==> src/design/ssx_defs.svh <==
`ifndef SSX_DEFS_SVH
`define SSX_DEFS_SVH

// software register map (word index on the register port)
`define SSX_REG_ACC 3'h0
`define SSX_REG_STATUS 3'h1
`define SSX_REG_DIR_A 3'h2
`define SSX_REG_DIR_B 3'h3
`define SSX_REG_DIR_C 3'h4
`define SSX_REG_RESULT 3'h5

// status field positions
`define SSX_BIT_CARRY 0
`define SSX_BIT_NIBBLE 1
`define SSX_BIT_ZERO 2

// reset values
`define SSX_RST_ACC 8'h00
`define SSX_RST_FLAGS 1'b0
`define SSX_RST_DIR 8'hFF

// operand values of the load-direction operation
`define SSX_DIR_SEL_A 7'h05
`define SSX_DIR_SEL_B 7'h06
`define SSX_DIR_SEL_C 7'h07

// destination bit values
`define SSX_DEST_ACC 1'b0
`define SSX_DEST_FILE 1'b1

`endif

==> src/design/ssx_pkg.sv <==
package ssx_pkg;

  typedef enum logic [2:0] {
    ssx_no_op = 3'h0,
    sub_acc_from_literal_op = 3'h1,
    sub_acc_from_file_op = 3'h2,
    sub_with_borrow_op = 3'h3,
    nibble_exchange_op = 3'h4,
    load_direction_op = 3'h5,
    xor_literal_op = 3'h6,
    xor_file_op = 3'h7
  } ssx_op_t;

endpackage

==> src/design/ssx_exec.sv <==
// What this block does
// - literal minus accumulator goes to accumulator; carry clear only when accumulator exceeds literal
// - literal form: nibble carry clear when accumulator low nibble exceeds literal low nibble
// - file value minus accumulator; carry clear only when accumulator exceeds file value
// - file form: nibble carry clear when accumulator low nibble exceeds file low nibble
// - destination bit 0 writes accumulator, 1 writes back the addressed file register
// - borrow form subtracts accumulator and inverted carry; routed by destination; updates three flags
// - nibble exchange swaps file halves into destination; no flag changes
// - load direction copies accumulator to port A, B or C direction for 5, 6, 7
// - xor with literal lands in accumulator; only zero flag changes
// - xor with file register routed by destination; only zero flag changes
`timescale 1ns/1ns
`include "ssx_defs.svh"
module ssx_exec (
  input wire logic clk,
  input wire logic sys_rst,
  input wire logic op_valid,
  input wire ssx_pkg::ssx_op_t op_code,
  input wire logic op_dest,
  input wire logic [6:0] op_file_addr,
  input wire logic [7:0] op_literal,
  input wire logic [7:0] file_rdata,
  input wire logic [2:0] reg_addr,
  input wire logic [7:0] reg_wdata,
  input wire logic reg_wr,
  input wire logic reg_rd,
  output logic [7:0] reg_rdata,
  output logic file_wr_en,
  output logic [6:0] file_waddr,
  output logic [7:0] file_wdata,
  output logic [7:0] acc_out,
  output logic carry_flag,
  output logic nibble_carry_flag,
  output logic zero_flag,
  output logic [7:0] port_a_direction,
  output logic [7:0] port_b_direction,
  output logic [7:0] port_c_direction
);
  logic [7:0] acc_reg, acc_next;
  logic carry_reg, carry_next;
  logic nibble_carry_reg, nibble_carry_next;
  logic zero_reg, zero_next;
  logic [7:0] port_a_direction_reg, port_a_direction_next;
  logic [7:0] port_b_direction_reg, port_b_direction_next;
  logic [7:0] port_c_direction_reg, port_c_direction_next;
  logic [7:0] result_reg, result_next;
  logic file_wr_en_reg, file_wr_en_next;
  logic [6:0] file_waddr_reg, file_waddr_next;
  logic [7:0] file_wdata_reg, file_wdata_next;
  logic [7:0] rdata_reg, rdata_next;

  logic [7:0] sub_minuend;
  logic sub_cin;
  logic [7:0] sub_diff;
  logic sub_cout;
  logic sub_nibble;
  logic [7:0] op_result;
  logic writes_result;
  logic is_file_op;

  // one subtractor serves all three subtract forms through the operand mux
  always_comb begin
    sub_minuend = file_rdata;
    sub_cin = 1'b1;
    if (op_code == ssx_pkg::sub_acc_from_literal_op) begin
      sub_minuend = op_literal;
    end
    if (op_code == ssx_pkg::sub_with_borrow_op) begin
      sub_cin = carry_reg;
    end
  end

  ssx_sub8 #(
    .W(8)
  ) u_sub (
    .minuend(sub_minuend),
    .subtrahend(acc_reg),
    .no_borrow_in(sub_cin),
    .diff(sub_diff),
    .no_borrow_out(sub_cout),
    .nibble_no_borrow(sub_nibble)
  );

  always_comb begin
    op_result = 8'h00;
    writes_result = 1'b0;
    is_file_op = 1'b0;
    unique case (op_code)
      ssx_pkg::ssx_no_op: begin
        op_result = 8'h00;
      end
      ssx_pkg::sub_acc_from_literal_op: begin
        op_result = sub_diff;
        writes_result = 1'b1;
      end
      ssx_pkg::sub_acc_from_file_op: begin
        op_result = sub_diff;
        writes_result = 1'b1;
        is_file_op = 1'b1;
      end
      ssx_pkg::sub_with_borrow_op: begin
        op_result = sub_diff;
        writes_result = 1'b1;
        is_file_op = 1'b1;
      end
      ssx_pkg::nibble_exchange_op: begin
        op_result = {file_rdata[3:0], file_rdata[7:4]};
        writes_result = 1'b1;
        is_file_op = 1'b1;
      end
      ssx_pkg::load_direction_op: begin
        op_result = acc_reg;
      end
      ssx_pkg::xor_literal_op: begin
        op_result = acc_reg ^ op_literal;
        writes_result = 1'b1;
      end
      ssx_pkg::xor_file_op: begin
        op_result = acc_reg ^ file_rdata;
        writes_result = 1'b1;
        is_file_op = 1'b1;
      end
    endcase
  end

  // an operation in the same cycle as a software write takes precedence:
  // the core must never lose an instruction result
  always_comb begin
    acc_next = acc_reg;
    carry_next = carry_reg;
    nibble_carry_next = nibble_carry_reg;
    zero_next = zero_reg;
    port_a_direction_next = port_a_direction_reg;
    port_b_direction_next = port_b_direction_reg;
    port_c_direction_next = port_c_direction_reg;
    result_next = result_reg;
    file_wr_en_next = 1'b0;
    file_waddr_next = file_waddr_reg;
    file_wdata_next = file_wdata_reg;
    if (op_valid) begin
      if (writes_result) begin
        result_next = op_result;
        if (is_file_op && op_dest == `SSX_DEST_FILE) begin
          file_wr_en_next = 1'b1;
          file_waddr_next = op_file_addr;
          file_wdata_next = op_result;
        end else begin
          acc_next = op_result;
        end
      end
      unique case (op_code)
        ssx_pkg::sub_acc_from_literal_op,
        ssx_pkg::sub_acc_from_file_op,
        ssx_pkg::sub_with_borrow_op: begin
          carry_next = sub_cout;
          nibble_carry_next = sub_nibble;
          zero_next = (op_result == 8'h00);
        end
        ssx_pkg::xor_literal_op,
        ssx_pkg::xor_file_op: begin
          zero_next = (op_result == 8'h00);
        end
        ssx_pkg::load_direction_op: begin
          if (op_file_addr == `SSX_DIR_SEL_A) begin
            port_a_direction_next = acc_reg;
          end
          if (op_file_addr == `SSX_DIR_SEL_B) begin
            port_b_direction_next = acc_reg;
          end
          if (op_file_addr == `SSX_DIR_SEL_C) begin
            port_c_direction_next = acc_reg;
          end
        end
        ssx_pkg::ssx_no_op,
        ssx_pkg::nibble_exchange_op: begin
          zero_next = zero_reg;
        end
      endcase
    end else if (reg_wr) begin
      unique case (reg_addr)
        `SSX_REG_ACC: begin
          acc_next = reg_wdata;
        end
        `SSX_REG_STATUS: begin
          carry_next = reg_wdata[`SSX_BIT_CARRY];
          nibble_carry_next = reg_wdata[`SSX_BIT_NIBBLE];
          zero_next = reg_wdata[`SSX_BIT_ZERO];
        end
        `SSX_REG_DIR_A: begin
          port_a_direction_next = reg_wdata;
        end
        `SSX_REG_DIR_B: begin
          port_b_direction_next = reg_wdata;
        end
        `SSX_REG_DIR_C: begin
          port_c_direction_next = reg_wdata;
        end
        default: begin
          result_next = result_reg;
        end
      endcase
    end
  end

  // read data stands only in the cycle after the strobe; unmapped reads zero
  always_comb begin
    rdata_next = 8'h00;
    if (reg_rd) begin
      unique case (reg_addr)
        `SSX_REG_ACC: rdata_next = acc_reg;
        `SSX_REG_STATUS: begin
          rdata_next[`SSX_BIT_CARRY] = carry_reg;
          rdata_next[`SSX_BIT_NIBBLE] = nibble_carry_reg;
          rdata_next[`SSX_BIT_ZERO] = zero_reg;
        end
        `SSX_REG_DIR_A: rdata_next = port_a_direction_reg;
        `SSX_REG_DIR_B: rdata_next = port_b_direction_reg;
        `SSX_REG_DIR_C: rdata_next = port_c_direction_reg;
        `SSX_REG_RESULT: rdata_next = result_reg;
        default: rdata_next = 8'h00;
      endcase
    end
  end

  always_ff @(posedge clk) begin
    if (sys_rst) begin
      acc_reg <= `SSX_RST_ACC;
      carry_reg <= `SSX_RST_FLAGS;
      nibble_carry_reg <= `SSX_RST_FLAGS;
      zero_reg <= `SSX_RST_FLAGS;
      port_a_direction_reg <= `SSX_RST_DIR;
      port_b_direction_reg <= `SSX_RST_DIR;
      port_c_direction_reg <= `SSX_RST_DIR;
      result_reg <= 8'h00;
      file_wr_en_reg <= 1'b0;
      file_waddr_reg <= 7'h00;
      file_wdata_reg <= 8'h00;
      rdata_reg <= 8'h00;
    end else begin
      acc_reg <= acc_next;
      carry_reg <= carry_next;
      nibble_carry_reg <= nibble_carry_next;
      zero_reg <= zero_next;
      port_a_direction_reg <= port_a_direction_next;
      port_b_direction_reg <= port_b_direction_next;
      port_c_direction_reg <= port_c_direction_next;
      result_reg <= result_next;
      file_wr_en_reg <= file_wr_en_next;
      file_waddr_reg <= file_waddr_next;
      file_wdata_reg <= file_wdata_next;
      rdata_reg <= rdata_next;
    end
  end

  assign reg_rdata = rdata_reg;
  assign file_wr_en = file_wr_en_reg;
  assign file_waddr = file_waddr_reg;
  assign file_wdata = file_wdata_reg;
  assign acc_out = acc_reg;
  assign carry_flag = carry_reg;
  assign nibble_carry_flag = nibble_carry_reg;
  assign zero_flag = zero_reg;
  assign port_a_direction = port_a_direction_reg;
  assign port_b_direction = port_b_direction_reg;
  assign port_c_direction = port_c_direction_reg;

  // reference values that only the checks below read
  logic [7:0] chk_lit_diff;
  logic [7:0] chk_file_diff;
  logic [7:0] chk_borrow_diff;
  logic chk_lit_ge;
  logic chk_lit_nib_ge;
  logic chk_file_ge;
  logic chk_file_nib_ge;
  logic chk_is_op;
  assign chk_lit_diff = op_literal - acc_reg;
  assign chk_file_diff = file_rdata - acc_reg;
  assign chk_borrow_diff = file_rdata - acc_reg - {7'h00, ~carry_reg};
  assign chk_lit_ge = acc_reg <= op_literal;
  assign chk_lit_nib_ge = acc_reg[3:0] <= op_literal[3:0];
  assign chk_file_ge = acc_reg <= file_rdata;
  assign chk_file_nib_ge = acc_reg[3:0] <= file_rdata[3:0];
  assign chk_is_op = op_valid;
  // borrow form compares in nine and five bits so the inverted carry cannot wrap
  logic chk_borrow_ge;
  logic chk_borrow_nib_ge;
  logic [7:0] chk_xor_val;
  assign chk_borrow_ge = {1'b0, acc_reg} + {8'h00, ~carry_reg} <= {1'b0, file_rdata};
  assign chk_borrow_nib_ge = {1'b0, acc_reg[3:0]} + {4'h0, ~carry_reg} <= {1'b0, file_rdata[3:0]};
  assign chk_xor_val = acc_reg ^ ((op_code == ssx_pkg::xor_literal_op) ? op_literal : file_rdata);
endmodule

==> src/design/ssx_sub8.sv <==
`timescale 1ns/1ns
// two's complement subtract as minuend + ~subtrahend + carry-in;
// carry out high means no borrow was needed
module ssx_sub8 #(
  parameter int W = 8
) (
  input wire logic [W-1:0] minuend,
  input wire logic [W-1:0] subtrahend,
  input wire logic no_borrow_in,
  output logic [W-1:0] diff,
  output logic no_borrow_out,
  output logic nibble_no_borrow
);
  logic [W:0] sum;
  logic [4:0] low;

  assign sum = {1'b0, minuend} + {1'b0, ~subtrahend} + {{W{1'b0}}, no_borrow_in};
  assign low = {1'b0, minuend[3:0]} + {1'b0, ~subtrahend[3:0]} + {4'h0, no_borrow_in};
  assign diff = sum[W-1:0];
  assign no_borrow_out = sum[W];
  assign nibble_no_borrow = low[4];
endmodule

==> config.mk <==
export PLATFORM = sky130hd
export DESIGN_NAME = ssx_exec
export DESIGN_NICKNAME = d
export VERILOG_FILES = /design/src/design/ssx_pkg.sv /design/src/design/ssx_exec.sv /design/src/design/ssx_sub8.sv
export VERILOG_INCLUDE_DIRS = /design/src /design/src/design
export SDC_FILE = /design/constraint.sdc
export NUM_CORES = 1
export LEC_CHECK = 0
export ABC_AREA = 1
export BUFFER_PORTS_ARGS = -buffer_cell sky130_fd_sc_hd__buf_2
export CAP_MARGIN = 10
export CORE_ASPECT_RATIO = 0.9
export CORE_MARGIN = 3
export CORE_UTILIZATION = 57
export DETAILED_ROUTE_END_ITERATION = 8
export GPL_TIMING_DRIVEN = 0
export PLACE_DENSITY = 0.85
export SYNTH_ARGS = -nofsm -noshare
export SYNTH_HDL_FRONTEND = slang
export SYNTH_HIERARCHICAL = 1
export SYNTH_SLANG_ARGS = --single-unit
==> constraint.sdc <==
create_clock -name clk -period 5.8 [get_ports clk]
set_clock_uncertainty 0.2 [all_clocks]
set_input_delay 0.87 -clock clk [delete_from_list [all_inputs] [get_ports clk]]
set_output_delay 0.87 -clock clk [all_outputs]
set_load 0.005 [all_outputs]
==> flow_summary_export.csv <==
group,metric,value,unit
worst_hold_path,hp-start,"file_waddr[0]$_SDFFE_PP0P_",
timing,slew_headroom,55.82,%
worst_hold_path,min_path_cells,2,
setup_path,worstSetupStartpointType,"primary input",
setup_path,cp_cell_sequence,"buf_2 -> buf_2 -> nor2_1 -> nand2_1 -> clkbuf_1 -> o21ai_0 -> inv_1 -> fa_1 -> fa_1 -> inv_1 -> nand2_1 -> nand2_1 -> and2_4 -> xor2_1 -> inv_1 -> nor2_1 -> nor2_1 -> nand2_1 -> inv_1 -> nand2_1 -> nor2_1 -> nand2_1 -> a21oi_1",
clock_network,cts.path.max_buffers,2,
setup_path,required,5840,ps
power_and_ir_drop,peakVddDrop,243.7,uV
yosys,synth_top_area_share,34.90,%
yosys,synth_area,0.003844,mm^2
yosys,yosys-top-cells-area,"dfxtp_1 (35%), nand2_1 (14%), inv_1 (9.5%)",
finish,num_antenna_cells,0,
yosys,synth_most_common_cell,"nand2_1",
finish,layout-drive-gt1-share,19.18,%
timing,clock.fmax,231.3,MHz
global_route,overflow,0,
yosys,avgSynthCellArea,6.471,um^2
timing,worst_pin_slew,655.8,ps
setup_path,r2r_cells,19,
route,dr.pass1.iters,6,
setup_path,cp.arrival,4360,ps
yosys,synth_seq_area_share,34.90,%
finish,final_nets,756,
floorplan,ios,102,
clock_network,cts_made_buffers,9,
power_and_ir_drop,p_total,1.335,mW
finish,fin_area,0.004713,mm^2
setup_path,reg2reg_slack,2850,ps
setup_path,rr_startpoint,"carry_flag$_SDFFE_PP0P_",
global_route,grt_max_degree,13,
placed_design,postPlaceCellArea,0.004448,mm^2
clock_network,cts.root.buffer_cell,"clkbuf_8",
worst_hold_path,min_path_type,"reg -> reg",
route,wl_per_cell,16.21,um
floorplan,floorplan.core_area,0.006317,mm^2
timing,slew_violations,0,
route,antenna_left,0,
yosys,synth_edf_count,0,
finish,area_delta_synth_final,22.62,%
placed_design,place_hpwl,10060,um
timing,hold_violations,0,
timing,tns,0,ps
floorplan,die_w,92.56,um
global_route,grt_pass1_wl,20760,um
placed_design,place_congestion,0.9473,
global_route,grt_antenna_before_repair,0,
yosys,synth_seq_cells,67,
run,maxCapViolations,0,
floorplan,die_h,83.91,um
finish,post-route-util,74.61,%
setup_path,worst-setup-path-type,"in -> reg",
setup_path,path_max_fanout,10,
setup_path,cpMostUsedCell,"nand2_1",
clock_network,cts_hold_buf,0,
yosys,ys_types,34,
clock_network,cts_tree,"yes",
route,avgViaCountPerCell,5.804,
yosys,synthTopCellsByCount,"nand2_1 (147), inv_1 (97), dfxtp_1 (67)",
timing,setup_viol,0,
route,drt_iter0_drc,527,
yosys,yosys_most_used_dff,"dfxtp_1",
yosys,ys_warn_count,6,
setup_path,cpMaxStageDelayCell,"fa_1",
worst_hold_path,min_to,"file_waddr[0]$_SDFFE_PP0P_",
route,drt_wl_total,12910,um
clock_network,cts.sinks,67,
power_and_ir_drop,p_per_area,283.2,mW/mm^2
placed_design,io_buffers,99,
global_route,grt_pass1_vias,4099,
run_status,status,"complete, no violations",
clock_network,cts.clk_slew.worst_paths,70,ps
route,vias,4620,
yosys,syn_inst,594,
timing,rsz0062_at_grt,"false",
clock_network,cts_setup_buffers,0,
timing,fin_hold_ws,289.5,ps
clock_network,htreeDepth,3,
yosys,yosys.area.top_type,"dfxtp_1",
setup_path,cp-end-kind,"flip-flop",
clock_network,ctsResizeCount,0,
power_and_ir_drop,p_leak,2.504,nW
global_route,track_usage,33.77,%
yosys,async_flop_share,0,%
setup_path,r2r_end,"zero_flag$_SDFFE_PP0P_",
route,drcViolationCount,0,
floorplan,start_util,60.84,%
setup_path,critical_path.max_stage_delay,470,ps
floorplan,fp.dieArea,0.007766,mm^2
timing,finalCritPeriodShare,74.53,%
yosys,synth_nets,646,
clock_network,clkLatencyLatePin,350,ps
floorplan,rows,27,
timing,min_period,4323,ps
-- per-stage QoR --
step | std cells | setup slack (ps)
after floorplan | 594 | 1983
after global placement | 780 | 1225
after detailed placement | 780 | 1170
after CTS | 796 | 1532
after global routing | 796 | 1135
final | 796 | 1477
-- power by group --
part / internal (mW) / switching [mW] / leakage, nW
Combinational: 0.106 / 0.196 / 1.82
Sequential: 0.489 / 0.0230 / 0.550
Clock: 0.331 / 0.189 / 0.131
-- how the worst max path moves through the flow --
| stage | from | endpoint | cells past startpoint |
|---|---|---|---|
| final | op_code[2] | zero_flag$_SDFFE_PP0P_ | 23 |
| after global routing | op_code[2] | zero_flag$_SDFFE_PP0P_ | 23 |
| after CTS | op_code[2] | zero_flag$_SDFFE_PP0P_ | 23 |
| after detailed placement | op_code[2] | zero_flag$_SDFFE_PP0P_ | 23 |
| after global placement | op_code[2] | zero_flag$_SDFFE_PP0P_ | 23 |
| after floorplan | op_code[2] | zero_flag$_SDFFE_PP0P_ | 22 |
-- worst max-delay path: cells and delay by family --
family          cells  cell delay [ps]
fa+ha+maj           2              880
compound gates      2              350
buf+inv             7              840
xor+xnor            1              140
simple gates       11             1290
-- per-layer routing --
metal | track usage [%] | wire length [um] | vias to the layer above | part of all wire [%]
li1 | - | - | 2159 | -
met1 | 48.24 | 5296 | 2069 | 41
met2 | 49.21 | 5484 | 339 | 42
met3 | 8.747 | 1714 | 53 | 13
met4 | 11.34 | 411 | 0 | 3.2
met5 | 0 | 0 | - | 0
-- cell families (layout without fill, tap and decap cells) --
| family | Yosys count | after routing | share of synthesized area, % |
|---|---|---|---|
| adder cells (fa/ha/maj) | 9 | 9 | 3.320 |
| AO/OA/AOI/OAI | 140 | 140 | 21.35 |
| buffers and inverters | 123 | 238 | 12.40 |
| flip-flops | 67 | 67 | 34.90 |
| AND/OR/NAND/NOR | 252 | 252 | 27.34 |
| XOR/XNOR | 3 | 3 | 0.6837 |
-- area by class of cell --
class                           count  area, um^2
Inverter                          102       382.9
Clock buffer                       10       127.6
Fill cell                         540        1604
Sequential cell                    67        1341
Buffer                             21       93.84
Tap cell                           87       108.9
Clock inverter                      6       137.6
Timing Repair Buffer               99       495.5
Multi-Input combinational cell    404        2026
-- layout by cell type (no fill, tap or decap), types with 2 or more instances in the layout --
cell type / Yosys / routed
o211ai_1: 18 / 18
inv_2: 5 / 5
o21a_1: 3 / 3
xor2_1: 2 / 2
a221oi_1: 6 / 6
clkbuf_1: 10 / 11
clkbuf_8: 0 / 9
buf_2: 9 / 108
ha_1: 7 / 7
nand2_1: 147 / 147
nor2_1: 42 / 42
inv_1: 97 / 97
fa_1: 2 / 2
o21ai_1: 5 / 5
nand3_2: 2 / 2
bufinv_16: 0 / 4
o22ai_1: 11 / 11
a31oi_1: 10 / 10
nor3_1: 3 / 3
nand3_1: 51 / 51
a21oi_1: 36 / 36
dfxtp_1: 67 / 67
a22oi_1: 2 / 2
o21ai_0: 47 / 47
clkinv_4: 0 / 2
No activity file was read; power rests on OpenSTA's default activity.
